## src/design/tmab_pkg.sv

```systemverilog
package tmab_pkg;

  // ************************************************************
  // Register offsets (byte addresses on the APB bus).
  // ************************************************************
  localparam logic [7:0] TA_CTRL_OFS = 8'h00;
  localparam logic [7:0] TA_COUNT_OFS = 8'h04;
  localparam logic [7:0] TA_STAT_OFS = 8'h08;
  localparam logic [7:0] TB_CTRL_OFS = 8'h0c;
  localparam logic [7:0] TB_COUNT_OFS = 8'h10;
  localparam logic [7:0] TB_STAT_OFS = 8'h14;

  // ************************************************************
  // Field positions.
  // ************************************************************
  localparam int CTRL_START_BIT = 0;
  localparam int CTRL_MODE_LSB = 1;
  localparam int CTRL_MODE_MSB = 2;
  localparam int CTRL_RELOAD_BIT = 3;
  localparam int CTRL_MSEL_BIT = 3;
  localparam int CTRL_UP_BIT = 4;
  localparam int CTRL_EXT_BIT = 5;
  localparam int CTRL_SWTRIG_BIT = 6;
  localparam int STAT_IRQ_BIT = 0;
  localparam int STAT_OUT_BIT = 1;

  // ************************************************************
  // Reset values and count constants.
  // ************************************************************
  localparam logic [15:0] CNT_RESET = 16'h0000;
  localparam logic [15:0] CNT_ONES = 16'hffff;
  localparam logic [15:0] CNT_ZEROS = 16'h0000;
  localparam logic [7:0] SRC_DIV = 8'h04;
  localparam logic [31:0] RD_ZERO = 32'h00000000;

  // ************************************************************
  // Timing: trigger guard before the one-shot count reaches zero.
  // ************************************************************
  localparam int CLK_PERIOD_NS = 40;
  localparam int TRIG_GUARD_NS = 300;
  localparam int TRIG_GUARD_CYC = (TRIG_GUARD_NS + CLK_PERIOD_NS - 1) / CLK_PERIOD_NS;

  // ************************************************************
  // Operating modes.
  // ************************************************************
  typedef enum logic [1:0] {TA_TIMER, TA_EVENT, TA_ONESHOT, TA_PWM} tmab_amode_t;
  typedef enum logic [1:0] {TB_TIMER, TB_EVENT, TB_MEASURE, TB_SPARE} tmab_bmode_t;

endpackage : tmab_pkg

```

## src/design/tmab_top.sv

```systemverilog
// Behaviour
// - Timer mode read: live count, ones at reload.
// - Event read at reload: ones down, zeros up.
// - Halted write reads back before start.
// - One-shot stop: reload, output low, interrupt only if counting.
// - One-shot output synchronised to count source.
// - Entering one-shot from timer or event interrupts.
// - Retrigger: one more down count, then reload.
// - Entering PWM from timer or event interrupts.
// - PWM stop while high: low, interrupt.
// - PWM stop while low: no change.
// - Timer B timer or event read: live count, ones at reload.
// - Timer B halted write reads back unchanged.
// - Measurement select change while counting interrupts.
`timescale 1ns/100ps

// ************************************************************
// Three-stage pin synchroniser with agreement filter.
// ************************************************************
module tmab_sync (
  input wire logic CLK,
  input wire logic RST,
  input wire logic PIN,
  output logic LEVEL
);
  logic s1;
  logic s2;
  logic s3;

  // Shift the pin through three flip-flops.
  always_ff @(posedge CLK or posedge RST)
  begin
    if (RST)
    begin
      s1 <= 1'b0;
      s2 <= 1'b0;
      s3 <= 1'b0;
    end
    else
    begin
      s1 <= PIN;
      s2 <= s1;
      s3 <= s2;
    end
  end

  // Accept a new level only when the last two stages agree.
  always_ff @(posedge CLK or posedge RST)
  begin
    if (RST)
      LEVEL <= 1'b0;
    else if (s2 == s3)
      LEVEL <= s3;
  end
endmodule : tmab_sync

// ************************************************************
// Timer A and timer B with an APB register slave.
// ************************************************************
module tmab_top (
  input wire logic CLK,
  input wire logic RST,
  input wire logic PSEL,
  input wire logic PENABLE,
  input wire logic PWRITE,
  input wire logic [7:0] PADDR,
  input wire logic [31:0] PWDATA,
  output logic [31:0] PRDATA,
  output logic PREADY,
  output logic PSLVERR,
  input wire logic TIMER_A_TRIGGER_INPUT,
  input wire logic TIMER_B_EVENT_INPUT,
  output logic TIMER_A_OUTPUT_PIN
);
  import tmab_pkg::*;

  logic a_lvl;
  logic a_lvl_d;
  logic a_edge;
  logic b_lvl;
  logic b_lvl_d;
  logic b_edge;
  logic [7:0] presc;
  logic src_tick;
  logic apb_wr;
  logic apb_setup;
  logic hit;
  logic ta_run;
  tmab_amode_t ta_mode;
  logic ta_rld_en;
  logic ta_up;
  logic ta_ext;
  logic [15:0] ta_cnt;
  logic [15:0] ta_rld;
  logic ta_irq;
  logic ta_out;
  logic ta_armed;
  logic [1:0] ta_rt;
  logic ta_pend;
  logic ta_tick;
  logic ta_term;
  logic ta_rel;
  logic ta_trig;
  logic ta_stop;
  logic ta_os_end;
  logic ta_set;
  logic [15:0] ta_dec;
  logic tb_run;
  tmab_bmode_t tb_mode;
  logic tb_msel;
  logic [15:0] tb_cnt;
  logic [15:0] tb_rld;
  logic tb_irq;
  logic tb_tick;
  logic tb_rel;
  logic tb_medge;
  logic tb_set;
  tmab_amode_t next_ta_mode;

  // ************************************************************
  // Input synchronisers and edge detection.
  // ************************************************************
  tmab_sync u_sync_a (
    .CLK(CLK),
    .RST(RST),
    .PIN(TIMER_A_TRIGGER_INPUT),
    .LEVEL(a_lvl)
  );

  tmab_sync u_sync_b (
    .CLK(CLK),
    .RST(RST),
    .PIN(TIMER_B_EVENT_INPUT),
    .LEVEL(b_lvl)
  );

  // Delay the filtered levels for edge detection.
  always_ff @(posedge CLK or posedge RST)
  begin
    if (RST)
    begin
      a_lvl_d <= 1'b0;
      b_lvl_d <= 1'b0;
    end
    else
    begin
      a_lvl_d <= a_lvl;
      b_lvl_d <= b_lvl;
    end
  end

  assign a_edge = a_lvl & ~a_lvl_d;
  assign b_edge = b_lvl & ~b_lvl_d;

  // ************************************************************
  // Internal count source.
  // ************************************************************
  // Divide the clock down to the count-source tick.
  always_ff @(posedge CLK or posedge RST)
  begin
    if (RST)
      presc <= 8'h00;
    else if (src_tick)
      presc <= 8'h00;
    else
      presc <= presc + 8'h01;
  end

  assign src_tick = (presc == SRC_DIV - 8'h01);

  // ************************************************************
  // APB decode.
  // ************************************************************
  assign apb_wr = PSEL & PENABLE & PWRITE;
  assign apb_setup = PSEL & ~PENABLE;
  assign hit = (PADDR == TA_CTRL_OFS) | (PADDR == TA_COUNT_OFS) | (PADDR == TA_STAT_OFS) |
               (PADDR == TB_CTRL_OFS) | (PADDR == TB_COUNT_OFS) | (PADDR == TB_STAT_OFS);
  assign PREADY = 1'b1;
  assign PSLVERR = PSEL & PENABLE & ~hit;

  // ************************************************************
  // Timer A control and derived events.
  // ************************************************************
  assign next_ta_mode = tmab_amode_t'(PWDATA[CTRL_MODE_MSB:CTRL_MODE_LSB]);
  assign ta_stop = apb_wr & (PADDR == TA_CTRL_OFS) & ta_run & ~PWDATA[CTRL_START_BIT];
  assign ta_tick = (ta_mode == TA_EVENT) ? a_edge : src_tick;
  assign ta_term = (ta_mode == TA_EVENT && ta_up) ? (ta_cnt == CNT_ONES) : (ta_cnt == CNT_ZEROS);
  assign ta_rel = ta_run & ta_tick & ta_term & ((ta_mode == TA_TIMER) | (ta_mode == TA_EVENT));
  assign ta_trig = ta_run & (ta_mode == TA_ONESHOT) &
                   (ta_ext ? a_edge : (apb_wr & (PADDR == TA_CTRL_OFS) & PWDATA[CTRL_SWTRIG_BIT]));
  assign ta_os_end = ta_run & (ta_mode == TA_ONESHOT) & ta_armed & src_tick &
                     (ta_cnt == CNT_ZEROS) & (ta_rt != 2'd2);
  assign ta_dec = ta_cnt - 16'h0001;

  // Control register of timer A.
  always_ff @(posedge CLK or posedge RST)
  begin
    if (RST)
    begin
      ta_run <= 1'b0;
      ta_mode <= TA_TIMER;
      ta_rld_en <= 1'b1;
      ta_up <= 1'b0;
      ta_ext <= 1'b0;
    end
    else if (apb_wr && PADDR == TA_CTRL_OFS)
    begin
      ta_run <= PWDATA[CTRL_START_BIT];
      ta_mode <= next_ta_mode;
      ta_rld_en <= PWDATA[CTRL_RELOAD_BIT];
      ta_up <= PWDATA[CTRL_UP_BIT];
      ta_ext <= PWDATA[CTRL_EXT_BIT];
    end
  end

  // Reload register of timer A; a write while halted also loads the counter.
  always_ff @(posedge CLK or posedge RST)
  begin
    if (RST)
      ta_rld <= CNT_RESET;
    else if (apb_wr && PADDR == TA_COUNT_OFS)
      ta_rld <= PWDATA[15:0];
  end

  // Trigger waits for the next count-source tick before it acts.
  always_ff @(posedge CLK or posedge RST)
  begin
    if (RST)
      ta_pend <= 1'b0;
    else if (ta_stop || !ta_run)
      ta_pend <= 1'b0;
    else if (ta_trig)
      ta_pend <= 1'b1;
    else if (src_tick)
      ta_pend <= 1'b0;
  end

  // ************************************************************
  // Timer A counter, output and one-shot sequencing.
  // ************************************************************
  always_ff @(posedge CLK or posedge RST)
  begin
    if (RST)
    begin
      ta_cnt <= CNT_RESET;
      ta_out <= 1'b0;
      ta_armed <= 1'b0;
      ta_rt <= 2'd0;
    end
    else if (apb_wr && PADDR == TA_COUNT_OFS && !ta_run)
      ta_cnt <= PWDATA[15:0];
    else if (ta_stop)
    begin
      if (ta_mode == TA_ONESHOT)
      begin
        ta_cnt <= ta_rld;
        ta_armed <= 1'b0;
        ta_rt <= 2'd0;
      end
      ta_out <= 1'b0;
    end
    else if (ta_run)
    begin
      case (ta_mode)
        TA_TIMER:
        begin
          if (ta_tick)
            ta_cnt <= ta_term ? ta_rld : ta_dec;
        end
        TA_EVENT:
        begin
          // Free-run type wraps through all ones or all zeros.
          if (ta_tick)
            ta_cnt <= (ta_term && ta_rld_en) ? ta_rld : (ta_up ? ta_cnt + 16'h0001 : ta_dec);
        end
        TA_ONESHOT:
        begin
          if (ta_trig && ta_armed)
            ta_rt <= 2'd1;
          if (src_tick)
          begin
            if (!ta_armed && ta_pend)
            begin
              ta_armed <= 1'b1;
              ta_out <= 1'b1;
              ta_cnt <= ta_rld;
            end
            else if (ta_armed && ta_rt == 2'd2)
            begin
              ta_cnt <= ta_rld;
              ta_rt <= 2'd0;
            end
            else if (ta_os_end)
            begin
              ta_armed <= 1'b0;
              ta_out <= 1'b0;
              ta_cnt <= ta_rld;
            end
            else if (ta_armed)
            begin
              ta_cnt <= ta_dec;
              if (ta_rt == 2'd1)
                ta_rt <= 2'd2;
            end
          end
        end
        TA_PWM:
        begin
          // Output is high while the descending count sits below the reload value.
          if (src_tick)
          begin
            ta_cnt <= ta_dec;
            ta_out <= (ta_dec < ta_rld);
          end
        end
        default:
        begin
          ta_cnt <= ta_cnt;
        end
      endcase
    end
  end

  assign TIMER_A_OUTPUT_PIN = ta_out;

  // ************************************************************
  // Timer A interrupt request; a new event beats the clear.
  // ************************************************************
  assign ta_set = ta_rel | ta_os_end |
    (ta_stop & (ta_mode == TA_ONESHOT) & ta_armed) |
    (ta_stop & (ta_mode == TA_PWM) & ta_out) |
    (ta_run & (ta_mode == TA_PWM) & src_tick & (ta_cnt == CNT_ZEROS)) |
    (apb_wr & (PADDR == TA_CTRL_OFS) & ((ta_mode == TA_TIMER) | (ta_mode == TA_EVENT)) &
     ((next_ta_mode == TA_ONESHOT) | (next_ta_mode == TA_PWM)));

  always_ff @(posedge CLK or posedge RST)
  begin
    if (RST)
      ta_irq <= 1'b0;
    else if (ta_set)
      ta_irq <= 1'b1;
    else if (apb_wr && PADDR == TA_STAT_OFS && PWDATA[STAT_IRQ_BIT])
      ta_irq <= 1'b0;
  end

  // ************************************************************
  // Timer B control, counter and measurement.
  // ************************************************************
  assign tb_tick = (tb_mode == TB_EVENT) ? b_edge : src_tick;
  assign tb_rel = tb_run & tb_tick & (tb_cnt == CNT_ZEROS) &
                  ((tb_mode == TB_TIMER) | (tb_mode == TB_EVENT));
  assign tb_medge = tb_msel ? (b_lvl != b_lvl_d) : b_edge;

  // Control register of timer B.
  always_ff @(posedge CLK or posedge RST)
  begin
    if (RST)
    begin
      tb_run <= 1'b0;
      tb_mode <= TB_TIMER;
      tb_msel <= 1'b0;
    end
    else if (apb_wr && PADDR == TB_CTRL_OFS)
    begin
      tb_run <= PWDATA[CTRL_START_BIT];
      tb_mode <= tmab_bmode_t'(PWDATA[CTRL_MODE_MSB:CTRL_MODE_LSB]);
      tb_msel <= PWDATA[CTRL_MSEL_BIT];
    end
  end

  // Counter and reload register of timer B.
  always_ff @(posedge CLK or posedge RST)
  begin
    if (RST)
    begin
      tb_cnt <= CNT_RESET;
      tb_rld <= CNT_RESET;
    end
    else if (apb_wr && PADDR == TB_COUNT_OFS)
    begin
      tb_rld <= PWDATA[15:0];
      if (!tb_run)
        tb_cnt <= PWDATA[15:0];
    end
    else if (tb_run)
    begin
      case (tb_mode)
        TB_TIMER, TB_EVENT:
        begin
          if (tb_tick)
            tb_cnt <= (tb_cnt == CNT_ZEROS) ? tb_rld : tb_cnt - 16'h0001;
        end
        TB_MEASURE:
        begin
          // Capture the elapsed count on each measured edge and restart.
          if (tb_medge)
          begin
            tb_rld <= tb_cnt;
            tb_cnt <= CNT_ZEROS;
          end
          else if (src_tick)
            tb_cnt <= tb_cnt + 16'h0001;
        end
        default:
        begin
          tb_cnt <= tb_cnt;
        end
      endcase
    end
  end

  // Timer B interrupt request; a new event beats the clear.
  assign tb_set = tb_rel | (tb_run & (tb_mode == TB_MEASURE) & tb_medge) |
    (apb_wr & (PADDR == TB_CTRL_OFS) & tb_run & (tb_mode == TB_MEASURE) &
     (PWDATA[CTRL_MSEL_BIT] != tb_msel));

  always_ff @(posedge CLK or posedge RST)
  begin
    if (RST)
      tb_irq <= 1'b0;
    else if (tb_set)
      tb_irq <= 1'b1;
    else if (apb_wr && PADDR == TB_STAT_OFS && PWDATA[STAT_IRQ_BIT])
      tb_irq <= 1'b0;
  end

  // ************************************************************
  // Read data, captured in the setup cycle.
  // ************************************************************
  always_ff @(posedge CLK or posedge RST)
  begin
    if (RST)
      PRDATA <= RD_ZERO;
    else if (apb_setup && !PWRITE)
    begin
      case (PADDR)
        TA_CTRL_OFS:
          PRDATA <= {26'h0, ta_ext, ta_up, ta_rld_en, ta_mode, ta_run};
        TA_COUNT_OFS:
          PRDATA <= {16'h0, ta_rel ? ((ta_mode == TA_EVENT && ta_up) ? CNT_ZEROS : CNT_ONES)
                                   : ta_cnt};
        TA_STAT_OFS:
          PRDATA <= {30'h0, ta_out, ta_irq};
        TB_CTRL_OFS:
          PRDATA <= {28'h0, tb_msel, tb_mode, tb_run};
        TB_COUNT_OFS:
          PRDATA <= {16'h0, tb_rel ? CNT_ONES : (tb_mode == TB_MEASURE ? tb_rld : tb_cnt)};
        TB_STAT_OFS:
          PRDATA <= {31'h0, tb_irq};
        default:
          PRDATA <= RD_ZERO;
      endcase
    end
  end
endmodule : tmab_top

```

## config.mk

```make
export PLATFORM = sky130hd
export DESIGN_NAME = tmab_top
export DESIGN_NICKNAME = d
export VERILOG_FILES = /design/src/design/tmab_pkg.sv /design/src/design/tmab_top.sv
export SDC_FILE = /design/constraint.sdc
export NUM_CORES = 1
export LEC_CHECK = 0
export ABC_CLOCK_PERIOD_IN_PS = 6440
export BUFFER_PORTS_ARGS = -buffer_cell sky130_fd_sc_hd__buf_2
export CORE_AREA = 4 4 154 156
export CTS_BUF_LIST = sky130_fd_sc_hd__clkbuf_4
export CTS_CLUSTER_DIAMETER = 40
export DETAILED_ROUTE_END_ITERATION = 10
export DIE_AREA = 0 0 158 160
export GPL_TIMING_DRIVEN = 0
export HOLD_SLACK_MARGIN = 0.08
export SETUP_SLACK_MARGIN = 0.5
export SLEW_MARGIN = 20
export SYNTH_ARGS = -nofsm -noshare
export SYNTH_HDL_FRONTEND = slang
export SYNTH_HIERARCHICAL = 1
export SYNTH_SLANG_ARGS = --single-unit
```

## constraint.sdc

```tcl
create_clock -name CLK -period 6.44 [get_ports CLK]
set_input_delay 0.966 -clock CLK [delete_from_list [all_inputs] [get_ports CLK]]
set_output_delay 0.966 -clock CLK [all_outputs]
set_load 0.01 [all_outputs]
```

==> summary.txt <==
Drt
  – Vias per inst: 5.88
  – Vias: 8218
  – Routed WL per cell: 20.4 um
  – Final ANT Viol Nets: 0
  – Drt first pass iters: 5
  – Final WL: 28600 um
  – Initial DRC count: 868
  – Drt drc: 0

Cells and area
  – Share of layout cells above drive strength 1: 0.158
  – Nets: 1168
  – Synthesis-to-layout area growth: 11.8%
  – Commonest cells after routing, fill and taps aside: nand2_1 (127), dfrtp_1 (114), nor2_1 (94), buf_2 (58), o21ai_0 (57)
  – Final non-filler cell total: 1397
  – Most common cell after layout, fill and taps aside: nand2_1
  – Fillers: 2281

STA
  – Endpoints failing setup: 0
  – Setup TNS: 0 ns
  – Setup Skew: 0.0328 ns
  – Fin worst setup slack: 2.48 ns
  – Minimum clock period: 3.96 ns
  – Maximum clock rate: 0.252 GHz
  – RSZ-0062 raised after global routing: no
  – Hold Violations, Final: 0
  – Least-Margin Pin Slew: 1.08 ns
  – Final max-slew violation count: 0
  – Slew HR: 0.273
  – Hold WS: 0.299 ns
  – Period Utilization, post-route: 0.615

Pwr
  – Psw: 597 uW
  – P_leak: 3.94 nW
  – Clock power share: 0.346
  – Sequential Power Share: 0.435
  – Maximum vdd drop: 99.6 uV
  – Cell Int Power: 1.16 mW
  – PD cells: 188 nW/um^2
  – Switching share of power: 0.339
  – Combinational Power Share: 0.219

Critical path
  – Crit path from: PADDR[1]
  – CP peak stage delay: 0.60 ns
  – Worst Path Required: 6.93 ns
  – R2R setup slack: 3.01 ns
  – Most frequent CP cell: clkbuf_1
  – FF-to-FF Start: ta_cnt[2]$_DFFE_PP0P_
  – WP data arrival: 4.45 ns
  – Reg-to-Reg End: TIMER_A_OUTPUT_PIN$_DFFE_PP0P_
  – WS Path Type: primary input to flop
  – Worst Path Max Fanout: 10
  – R2R depth: 13
  – Crit. End Element: flop
  – Ordered list of cells on the worst path: buf_2 -> nor4b_1 -> and4_1 -> clkbuf_1 -> inv_1 -> clkbuf_1 -> buf_1 -> ha_1 -> o21a_1 -> clkbuf_1 -> o2111ai_1 -> o211ai_1
  – Setup crit end: tb_cnt[5]$_DFFE_PP0P_
  – Slowest cell on the critical path: nor4b_1
  – Critical path launch point type: primary input

Synth
  – Synth async-reset ratio: 1.00
  – Netlist Area Pre-Place: 8380 um^2
  – Synth top area share: 0.341
  – Count of warnings emitted by yosys: 6
  – Sequential area share after synthesis: 0.344
  – #FFs+latches synth: 115
  – Post-synth EDFFs: 0
  – Cell taking the most area after synthesis: dfrtp_1
  – Synth Instances: 1017
  – Post-synth top flop: dfrtp_1
  – Top cells by area, synth: dfrtp_1 (34%), nand2_1 (5.7%), nor2_1 (4.2%)
  – Post-synth cell types: 83
  – Syn Area/Cell: 8.24 um^2

Clock tree
  – Cts hold-fix bufs: 0
  – Post-CTS sizing: 0
  – Bufs on Longest Clock Path: 2
  – Root buf cell: clkbuf_4
  – Clock slew at reported path FFs: 0.13 ns
  – CTS tree: built
  – Post-CTS Setup Bufs: 0
  – Total CTS buffers: 17
  – Clk_lat worst skew: 0.57 ns
  – Clk sinks: 115
  – H-Tree Depth: 4

Global routing
  – First-pass GRT wire length: 44200 um
  – Met3 Track Usage GR: 0.0504
  – Total grt overflow: 0
  – Initial antenna violation count: 1
  – Vias in the first global route: 7501
  – GRT Total Usage: 0.226
  – Busiest grt layer: met1
  – GRT met2 Usage: 0.314
  – Grt met1 use: 0.337
  – Largest net degree at the start of global routing: 76

Worst hold path
  – Hold Crit Class: primary input to async pin

Placement
  – Number of buffers added on ports: 46
  – Dpl hpwl: 21200 um
  – DP Cell Count: 1364
  – Place WS: 2.02 ns
  – Gpl congestion: 0.932

Floorplan
  – DIE WIDTH: 158 um
  – Die ar.: 25300 um^2
  – Core area: 22400 um^2
  – Die height: 160 um
  – Ports: 82
  – Initial Util: 0.375
  – Num rows: 55

Run status
  – Status: finished clean

Flow run
  – Max Cap Viol: 0
[state kept, by name, indices dropped and copies added (netlist names), 2 cells and up]
register and flops:
tb_mode 2, PRDATA 16, ta_mode 2, presc 8
tb_cnt 16, ta_rt 2, ta_rld 16, ta_cnt 16
tb_rld 16
[layout make-up]
cell class,instances,area (um^2),share of cell area
Inverter,31,121,0.0130
Multi-Input combinational cell,788,4940,0.527
Clock buffer,17,128,0.0136
Clock inverter,15,180,0.0192
Sequential cell,115,2880,0.307
Antenna cell,1,2.50,0.000267
Timing Repair Buffer,47,258,0.0275
Buffer,98,507,0.0541
Tap cell,285,357,0.0381
[worst min-delay path by stage]
| stage | slack (ns) | start | to |
|---|---|---|---|
| after CTS | 0.28 | RST | u_sync_b/LEVEL$_DFFE_PP0N_ |
| final | 0.30 | RST | u_sync_b/LEVEL$_DFFE_PP0N_ |
| after global routing | 0.27 | RST | u_sync_b/LEVEL$_DFFE_PP0N_ |
| after global placement | 0.33 | u_sync_b/s1$_DFF_PP0_ | u_sync_b/s2$_DFF_PP0_ |
| after floorplan | 0.33 | u_sync_a/s1$_DFF_PP0_ | u_sync_a/s2$_DFF_PP0_ |
| after detailed placement | 0.34 | u_sync_b/s1$_DFF_PP0_ | u_sync_b/s2$_DFF_PP0_ |
[synth_stat cells (21+ instances only)]
cell type and instances:
nand2_1 127, dfrtp_1 114, nor2_1 94, o21ai_0 57
a21oi_1 55, clkbuf_1 55, a31oi_1 40, inv_1 31
nand3_1 28, xnor2_1 28, mux2_2 27, ha_1 23
xor2_1 22, buf_4 21
[cell families after synthesis]
family / count (synthesis) / share of synthesized area
multiplexers: 36 / 0.0478
adder cells (fa/ha/maj): 25 / 0.0370
AND/OR/NAND/NOR: 386 / 0.233
XOR/XNOR: 50 / 0.0523
AO/OA/AOI/OAI: 274 / 0.211
other: 2 / 0.000896
flip-flops: 115 / 0.344
buffers and inverters: 129 / 0.0744
[metal layers]
metal,share of wire,vias to the layer above,wire length [um]
met5,0,-,0
met4,0.036,0,1030
met3,0.077,59,2210
met2,0.42,356,12100
met1,0.46,4009,13200
li1,-,3794,-
[metrics by stage]
step           area [um^2]  power (mW)   util
6_report              9370        1.76  0.419
2_1_floorplan         8430        1.05      -
3_3_place_gp          9020        1.15  0.403
5_1_grt               9370        1.85  0.419
3_5_place_dp          9050        1.16  0.405
4_1_cts               9360        1.76  0.419
[worst max-delay path: cells and delay by family]
family | cells | cell delay (ns)
fa+ha+maj | 1 | 0.39
buf+inv | 6 | 1.55
compound gates | 3 | 0.67
simple gates | 2 | 0.88
[power by group through the flow]
stage          Clock (mW)  Sequential, mW  Combinational (mW)
6_report            0.609           0.766               0.386
5_1_grt             0.650           0.769               0.430
4_1_cts             0.617           0.765               0.381
3_5_place_dp            0           0.778               0.381
3_3_place_gp            0           0.778               0.374
2_1_floorplan           0           0.772               0.278
(Power assumes the default switching activity.)
